File: src/inc/exec_pkg.sv
// Package for the arithmetic, bit and branch execution slice.
// Assumes a single instruction clock; opcodes come from an external decoder.
package exec_pkg;
	localparam int DATA_W = 8;
	localparam int ADDR_W = 7;
	localparam int PC_W   = 15;
	localparam int BOFS_W = 9;
	localparam int NIB_MSB = 3;
	localparam int SIGN_BIT = 7;
	localparam logic [7:0]  W_RESET    = 8'h00;
	localparam logic [14:0] PC_RESET   = 15'h0000;
	localparam logic [6:0]  ADDR_RESET = 7'h00;
	localparam logic [7:0]  DATA_RESET = 8'h00;
	localparam int EXEC_CYCLES_LONG = 2;

	typedef enum logic [3:0] {
		op_none,
		op_add_work_to_file,
		op_add_work_file_carry,
		op_arith_shift_right_file,
		op_bit_clear_file,
		op_bit_set_file,
		op_relative_branch_literal,
		op_relative_branch_working,
		op_test_skip_if_clear
	} op_t;
endpackage

File: src/rtl/cpu_arith_bit_branch_exec.sv
// Execution slice of a small 8-bit core: adds, shift, bit ops, branches, skip.
// Assumes the decoder presents one op per cycle with file data already read,
// and waits while busy_o is high (second, no-operation cycle).
// Notes on behaviour
// - Add W and file, route by destination
// - Add W, file, carry; update C DC Z
// - Arithmetic shift right, bit0 to carry
// - Bit clear, flags untouched
// - Bit set, flags untouched
// - Literal branch: PC plus one plus signed offset
// - Literal branch takes two cycles
// - W branch unsigned, two cycles, no flags
// - Skip next when tested bit clear
// - PC change or true test costs two
module cpu_arith_bit_branch_exec
	import exec_pkg::*;
(
	// Clock and reset
	input  wire logic              clk_sys_i,
	input  wire logic              rst_i,
	// Decoded instruction
	input  wire logic              op_valid_i,
	input  op_t                    op_i,
	input  wire logic [ADDR_W-1:0] file_addr_i,
	input  wire logic              dest_sel_i,
	input  wire logic [2:0]        bit_sel_i,
	input  wire logic [BOFS_W-1:0] branch_ofs_i,
	input  wire logic [DATA_W-1:0] file_data_i,
	input  wire logic [PC_W-1:0]   pc_next_i,
	// File write-back
	output logic                   file_we_o,
	output logic [ADDR_W-1:0]      file_waddr_o,
	output logic [DATA_W-1:0]      file_wdata_o,
	// Program counter load
	output logic                   pc_load_o,
	output logic [PC_W-1:0]        program_counter_o,
	// Core state
	output logic [DATA_W-1:0]      work_o,
	output logic                   carry_flag_o,
	output logic                   digit_carry_flag_o,
	output logic                   zero_flag_o,
	output logic                   busy_o,
	output logic                   skip_o
);

	logic              take;
	logic [8:0]        sum;
	logic [4:0]        nib;
	logic [7:0]        res;
	logic              writes_res;
	logic              add_op;
	logic              long_op;
	logic [PC_W-1:0]   next_pc;

	function automatic logic [7:0] bit_mask(input logic [2:0] b);
		bit_mask = 8'h01 << b;
	endfunction

	assign take = op_valid_i && !busy_o;
	assign add_op = op_i inside {op_add_work_to_file, op_add_work_file_carry};

	// Adder with optional carry in
	always_comb begin
		logic cin;
		cin = (op_i == op_add_work_file_carry) ? carry_flag_o : 1'b0;
		sum = {1'b0, work_o} + {1'b0, file_data_i} + {8'h00, cin};
		nib = {1'b0, work_o[NIB_MSB:0]} + {1'b0, file_data_i[NIB_MSB:0]} + {4'h0, cin};
	end

	// Result selection
	always_comb begin
		res = file_data_i;
		writes_res = 1'b1;
		unique case (op_i)
			op_add_work_to_file, op_add_work_file_carry: res = sum[7:0];
			op_arith_shift_right_file: res = {file_data_i[SIGN_BIT], file_data_i[7:1]};
			op_bit_clear_file: res = file_data_i & ~bit_mask(bit_sel_i);
			op_bit_set_file: res = file_data_i | bit_mask(bit_sel_i);
			default: writes_res = 1'b0;
		endcase
	end

	// Branch target and cycle cost
	always_comb begin
		next_pc = pc_next_i;
		long_op = 1'b0;
		unique case (op_i)
			op_relative_branch_literal: begin
				next_pc = pc_next_i + {{(PC_W-BOFS_W){branch_ofs_i[BOFS_W-1]}}, branch_ofs_i};
				long_op = 1'b1;
			end
			op_relative_branch_working: begin
				next_pc = pc_next_i + {{(PC_W-DATA_W){1'b0}}, work_o};
				long_op = 1'b1;
			end
			op_test_skip_if_clear: long_op = !file_data_i[bit_sel_i];
			default: long_op = 1'b0;
		endcase
	end

	// Working register and file write-back routing
	always_ff @(posedge clk_sys_i or posedge rst_i) begin
		if (rst_i) begin
			work_o <= W_RESET;
			file_we_o <= 1'b0;
			file_waddr_o <= ADDR_RESET;
			file_wdata_o <= DATA_RESET;
		end else begin
			file_we_o <= 1'b0;
			if (take && writes_res) begin
				if (dest_sel_i || op_i inside {op_bit_clear_file, op_bit_set_file}) begin
					file_we_o <= 1'b1;
					file_waddr_o <= file_addr_i;
					file_wdata_o <= res;
				end else begin
					work_o <= res;
				end
			end
		end
	end

	// Status flags
	always_ff @(posedge clk_sys_i or posedge rst_i) begin
		if (rst_i) begin
			carry_flag_o <= 1'b0;
			digit_carry_flag_o <= 1'b0;
			zero_flag_o <= 1'b0;
		end else if (take) begin
			if (add_op) begin
				carry_flag_o <= sum[8];
				digit_carry_flag_o <= nib[4];
				zero_flag_o <= (sum[7:0] == 8'h00);
			end else if (op_i == op_arith_shift_right_file) begin
				carry_flag_o <= file_data_i[0];
				zero_flag_o <= (res == 8'h00);
			end
		end
	end

	// Program counter load and two-cycle sequencing
	always_ff @(posedge clk_sys_i or posedge rst_i) begin
		if (rst_i) begin
			pc_load_o <= 1'b0;
			program_counter_o <= PC_RESET;
			busy_o <= 1'b0;
			skip_o <= 1'b0;
		end else begin
			pc_load_o <= 1'b0;
			skip_o <= 1'b0;
			busy_o <= 1'b0;
			if (take && long_op) begin
				busy_o <= 1'b1;
				if (op_i == op_test_skip_if_clear) begin
					skip_o <= 1'b1;
				end else begin
					pc_load_o <= 1'b1;
					program_counter_o <= next_pc;
				end
			end
		end
	end

	property p_two_cycle;
		@(posedge clk_sys_i) disable iff (rst_i)
		(pc_load_o || skip_o) |-> busy_o ##1 !busy_o;
	endproperty
	a_two_cycle: assert property (p_two_cycle) else $error("Long op not two cycles");

	property p_bra;
		@(posedge clk_sys_i) disable iff (rst_i)
		(take && op_i == op_relative_branch_literal) |=> pc_load_o &&
			program_counter_o == $past(pc_next_i) +
			{{6{$past(branch_ofs_i[8])}}, $past(branch_ofs_i)};
	endproperty
	a_bra: assert property (p_bra) else $error("Literal branch target wrong");

	property p_bra_len;
		@(posedge clk_sys_i) disable iff (rst_i)
		(take && op_i == op_relative_branch_literal) |=> busy_o;
	endproperty
	a_bra_len: assert property (p_bra_len) else $error("Literal branch not two cycles");

	property p_brw;
		@(posedge clk_sys_i) disable iff (rst_i)
		(take && op_i == op_relative_branch_working) |=> pc_load_o && busy_o &&
			program_counter_o == $past(pc_next_i) + {7'h00, $past(work_o)} &&
			$stable(carry_flag_o) && $stable(zero_flag_o);
	endproperty
	a_brw: assert property (p_brw) else $error("W branch wrong");

	property p_skip;
		@(posedge clk_sys_i) disable iff (rst_i)
		(take && op_i == op_test_skip_if_clear) |=>
			skip_o == !$past(file_data_i[bit_sel_i]);
	endproperty
	a_skip: assert property (p_skip) else $error("Skip decision wrong");

	property p_add;
		@(posedge clk_sys_i) disable iff (rst_i)
		(take && op_i == op_add_work_to_file && !dest_sel_i) |=>
			work_o == $past(work_o) + $past(file_data_i) && !file_we_o;
	endproperty
	a_add: assert property (p_add) else $error("Add to W wrong");

	property p_addc;
		@(posedge clk_sys_i) disable iff (rst_i)
		(take && op_i == op_add_work_file_carry && dest_sel_i) |=> file_we_o &&
			{carry_flag_o, file_wdata_o} ==
			{1'b0, $past(work_o)} + {1'b0, $past(file_data_i)} + {8'h00, $past(carry_flag_o)};
	endproperty
	a_addc: assert property (p_addc) else $error("Add with carry wrong");

	property p_flags_add;
		@(posedge clk_sys_i) disable iff (rst_i)
		(take && add_op) |=> zero_flag_o == (work_o == 8'h00 && !file_we_o ||
			file_we_o && file_wdata_o == 8'h00);
	endproperty
	a_flags_add: assert property (p_flags_add) else $error("Zero flag wrong");

	property p_asr;
		@(posedge clk_sys_i) disable iff (rst_i)
		(take && op_i == op_arith_shift_right_file && dest_sel_i) |=> file_we_o &&
			file_wdata_o[7] == $past(file_data_i[7]) && carry_flag_o == $past(file_data_i[0]);
	endproperty
	a_asr: assert property (p_asr) else $error("Shift wrong");

	property p_bcf;
		@(posedge clk_sys_i) disable iff (rst_i)
		(take && op_i == op_bit_clear_file) |=> file_we_o &&
			!file_wdata_o[$past(bit_sel_i)] && $stable(carry_flag_o) && $stable(zero_flag_o);
	endproperty
	a_bcf: assert property (p_bcf) else $error("Bit clear wrong");

	property p_bsf;
		@(posedge clk_sys_i) disable iff (rst_i)
		(take && op_i == op_bit_set_file) |=> file_we_o &&
			file_wdata_o[$past(bit_sel_i)] && $stable(digit_carry_flag_o);
	endproperty
	a_bsf: assert property (p_bsf) else $error("Bit set wrong");

endmodule

File: config.mk
export PLATFORM = sky130hd
export DESIGN_NAME = cpu_arith_bit_branch_exec
export DESIGN_NICKNAME = d
export VERILOG_FILES = /design/src/inc/exec_pkg.sv /design/src/rtl/cpu_arith_bit_branch_exec.sv
export SDC_FILE = /design/constraint.sdc
export NUM_CORES = 1
export LEC_CHECK = 0
export ABC_CLOCK_PERIOD_IN_PS = 3150
export BUFFER_PORTS_ARGS = -buffer_cell sky130_fd_sc_hd__buf_2
export CORE_UTILIZATION = 53
export DETAILED_ROUTE_END_ITERATION = 10
export HOLD_SLACK_MARGIN = 0.1
export PLACE_DENSITY = 0.81
export SETUP_SLACK_MARGIN = 0.5
export SYNTH_ARGS = -nofsm -noshare
export SYNTH_HDL_FRONTEND = slang
export SYNTH_SLANG_ARGS = --single-unit
File: constraint.sdc
create_clock -name clk_sys_i -period 3.15 [get_ports clk_sys_i]
set_clock_uncertainty 0.2 [all_clocks]
set_input_delay 0.1575 -clock clk_sys_i [delete_from_list [all_inputs] [get_ports clk_sys_i]]
set_output_delay 0.1575 -clock clk_sys_i [all_outputs]
set_load 0.005 [all_outputs]
==> flow_summary.json <==
{
  "status": "finished clean",
  "synth_seq_cells": 45,
  "numClockSinks": 45,
  "synth-edff-count": 0,
  "ys.flop_type": "sky130_fd_sc_hd__dfrtp_1",
  "maxCapViolations": 0,
  "crit_path_max_fanout": 2,
  "crit_path_max_delay_family": "adder cells",
  "crit-reg2reg-capture": "zero_flag_o$_DFFE_PP0P_",
  "grt_setup_unrepaired": "yes",
  "ios": 95,
  "global_route.overflow_total": 0,
  "cp_slowest_stage_delay_ns": 0.56,
  "ctsRootBufferMaster": "sky130_fd_sc_hd__clkbuf_8",
  "grt_start_max_net_pins": 46,
  "drt.antenna.violating_nets": 0,
  "sequential_cell_area_mm2": 0.00113,
  "cts_made_buffers": 5,
  "final_core_utilization_pct": 73.7,
  "critical_setup_path_kind": "reg -> reg",
  "grt_pass1_vias": 3195,
  "area_growth_pct": 30.4,
  "fillerInstances": 473,
  "area_of_the_multi_input_gates_mm2": 0.00230,
  "initialDrtViolationCount": 332,
  "drive_above_1_share_pct": 37.5,
  "min-delay-start": "pc_next_i[14]",
  "arr_time_crit_path_ns": 2.92,
  "post-route-drc-count": 0,
  "worst_setup_path_end_kind": "flip-flop",
  "vdd_ir_drop_max_uv": 436,
  "tightest_slew_ns": 0.947,
  "syn_nets": 446,
  "holdCritPathClass": "in -> reg",
  "dp_worst_setup_slack_ns": 0.0826,
  "synth_cells": 372,
  "post-route-worst-setup-slack_ns": 0.258,
  "die_height_um": 82.4,
  "start_util_pct": 56.5,
  "setup.worst_path.start_class": "flip-flop",
  "vias": 3454,
  "tns_ns": 0,
  "number_of_antenna_violations_at_the_first_check_in_global_routing": 1,
  "clock.fmax_ghz": 0.346,
  "yosys_warnings": 0,
  "worst-endpoint-required_ns": 3.18,
  "slew_headroom_pct": 36.8,
  "die_w_um": 82.4,
  "htree_levels": 2,
  "startpoint_of_the_worst_slack_reg_to_reg_timing_path": "carry_flag_o$_DFFE_PP0P_",
  "power.density_mw_per_mm2": 501,
  "rows": 28,
  "final_hold_viol_count": 0,
  "final_weighted_congestion_of_routability_driven_global_placement": 0.955,
  "synth.top_cell.area_share_pct": 32.9,
  "netlist.top_cell.by_area": "sky130_fd_sc_hd__dfrtp_1",
  "holdPathEnd": "program_counter_o[14]$_DFFE_PP0P_",
  "power.leakage_nw": 2.11,
  "yosysSeqAreaShare_pct": 32.9,
  "clkSlewWorstSetupHoldPaths_ns": 0.10,
  "syn_area_mm2": 0.00342,
  "grt_usage_pct": 29.9,
  "drt_first_pass_iters": 5,
  "io_buffer_count": 94,
  "grt_pass1_wl_mm": 15.2,
  "cts_tree": "yes",
  "layout.nets": 566,
  "timing.final.crit_period_ns": 2.89,
  "n_antenna_cell": 0,
  "most_common_cell_after_layout_fill_and_taps_aside": "sky130_fd_sc_hd__buf_2",
  "reg2reg_slack_ns": 0.26,
  "timing.hold.worst_path_depth": 4,
  "worst_reg_to_reg_path_cell_count": 9,
  "core_region_area_mm2": 0.00606,
  "mostFrequentLayoutCells": "sky130_fd_sc_hd__buf_2 (94), sky130_fd_sc_hd__dfrtp_1 (45), sky130_fd_sc_hd__nand2_1 (37)",
  "insertion_delay_ns": 0.31,
  "report.final.setup_viol": 0,
  "synth_area_per_cell_um2": 9.21,
  "critical-path-slowest-cell": "sky130_fd_sc_hd__or4_4",
  "cts_buffer_depth": 2,
  "routedWlPerCell_um": 17.8,
  "floorplan.die_area_mm2": 0.00679,
  "drt-vias-per-instance": 6.08,
  "crit_start": "carry_flag_o$_DFFE_PP0P_",
  "post-dp-hpwl_mm": 7.14,
  "total_length_of_routed_wires_mm": 10.1,
  "crit_chain": "nand3_2 > fa_2 > fa_2 > xor2_1 > o221ai_1 > o21ai_1 > nand3_2 > or4_4 > o31ai_4",
  "post_synth_main_area_contributors": "sky130_fd_sc_hd__dfrtp_1 (33%), sky130_fd_sc_hd__ha_1 (7.7%), sky130_fd_sc_hd__nand2_1 (4.1%), sky130_fd_sc_hd__mux2_1 (3.9%), sky130_fd_sc_hd__a21oi_1 (3.7%)",
  "timing.final.crit_share_pct": 91.8,
  "critPathBufInv": 0,
  "synth_async_sr_flop_share_pct": 100,
  "yosysUniqueCellTypes": 67,
  "slew_viol_final": 0
}
==> flip-flops by register name, indices dropped and copies added, names as in the netlist <==
register,cells
busy_o,1
carry_flag_o,1
digit_carry_flag_o,1
file_waddr_o,7
file_wdata_o,8
file_we_o,1
pc_load_o,1
program_counter_o,15
skip_o,1
work_o,8
zero_flag_o,1
==> how the worst max path moves through the flow <==
stage | to | depth (start not counted)
2_1_floorplan | zero_flag_o$_DFFE_PP0P_ | 12
3_3_place_gp | work_o[6]$_DFFE_PP0P_ | 13
3_5_place_dp | work_o[6]$_DFFE_PP0P_ | 13
4_1_cts | zero_flag_o$_DFFE_PP0P_ | 10
5_1_grt | zero_flag_o$_DFFE_PP0P_ | 10
6_report | zero_flag_o$_DFFE_PP0P_ | 9
==> through the flow <==
stage	cells	cell area [um2]	power, mW	hold WS, ns
finish	568	4470	2.24	0.0956
global route	568	4470	2.36	0.122
CTS	561	4350	2.14	0.0409
detailed placement	537	4070	1.73	0.178
global placement	537	4070	1.70	0.172
floorplan	372	3550	1.39	0.0922
==> metal layers <==
| layer | global-route usage, % | routed length (um) | up-vias |
|---|---|---|---|
| li1 | - | - | 1605 |
| met1 | 39.0 | 4270 | 1629 |
| met2 | 50.3 | 4790 | 181 |
| met3 | 6.04 | 756 | 39 |
| met4 | 7.89 | 274 | 0 |
| met5 | 0 | 0 | - |
==> power by group <==
part           switching (mW)  internal (mW)  leakage [nW]  total (mW)
Combinational           0.542          0.498          1.52        1.04
Clock                   0.224          0.157        0.0374       0.381
Sequential             0.0938          0.722         0.552       0.816
==> area by class of cell <==
type / instances / share of cell area (%)
tap: 75 / 2.10
multi-input combinational: 289 / 51.5
timing repair buffer: 129 / 17.4
clock buffer: 6 / 1.63
inverter: 22 / 1.85
clock inverter: 2 / 0.336
sequential: 45 / 25.2
==> tightest hold or removal path: cells and delay by family <==
family | cells | cell delay [ns]
buffers and inverters | 1 | 0.08
AO/OA/AOI/OAI | 1 | 0.06
XOR/XNOR | 2 | 0.26
==> kinds of logic after synthesis <==
logic type,share of synthesized area (%)
adders and majority gates,9.43
buffers and inverters,5.04
and+or+nand+nor,16.2
muxes,10.0
xor gates and xnor gates,4.57
AOI/OAI and AO/OA,21.8
DFF,32.9
==> synth_stat cells, types with 4 or more instances <==
library cell	instances
sky130_fd_sc_hd__nor2_1	19
sky130_fd_sc_hd__mux2i_1	4
sky130_fd_sc_hd__a31oi_1	6
sky130_fd_sc_hd__clkbuf_1	6
sky130_fd_sc_hd__nor3_1	9
sky130_fd_sc_hd__dfrtp_1	45
sky130_fd_sc_hd__mux2_2	11
sky130_fd_sc_hd__xor2_1	7
sky130_fd_sc_hd__ha_1	21
sky130_fd_sc_hd__a21o_1	6
sky130_fd_sc_hd__inv_1	20
sky130_fd_sc_hd__a21oi_1	25
sky130_fd_sc_hd__nand2_1	37
sky130_fd_sc_hd__mux2_1	12
sky130_fd_sc_hd__buf_2	6
sky130_fd_sc_hd__o21ai_0	20
sky130_fd_sc_hd__xnor2_1	9
sky130_fd_sc_hd__nand2b_1	4
sky130_fd_sc_hd__nand3_1	7
sky130_fd_sc_hd__o21ai_1	11
sky130_fd_sc_hd__o21a_1	7
sky130_fd_sc_hd__o31ai_1	5
sky130_fd_sc_hd__nor2b_1	6
==> timing repair <==
item	in CTS	in global routing
setup buffers	3	6
gates resized for setup	8	14
pin swaps	6	21
hold endpoints to repair	59	1
hold buffers	13	1
setup endpoints to repair	8	14
No activity file was read; power rests on OpenSTA's default activity.
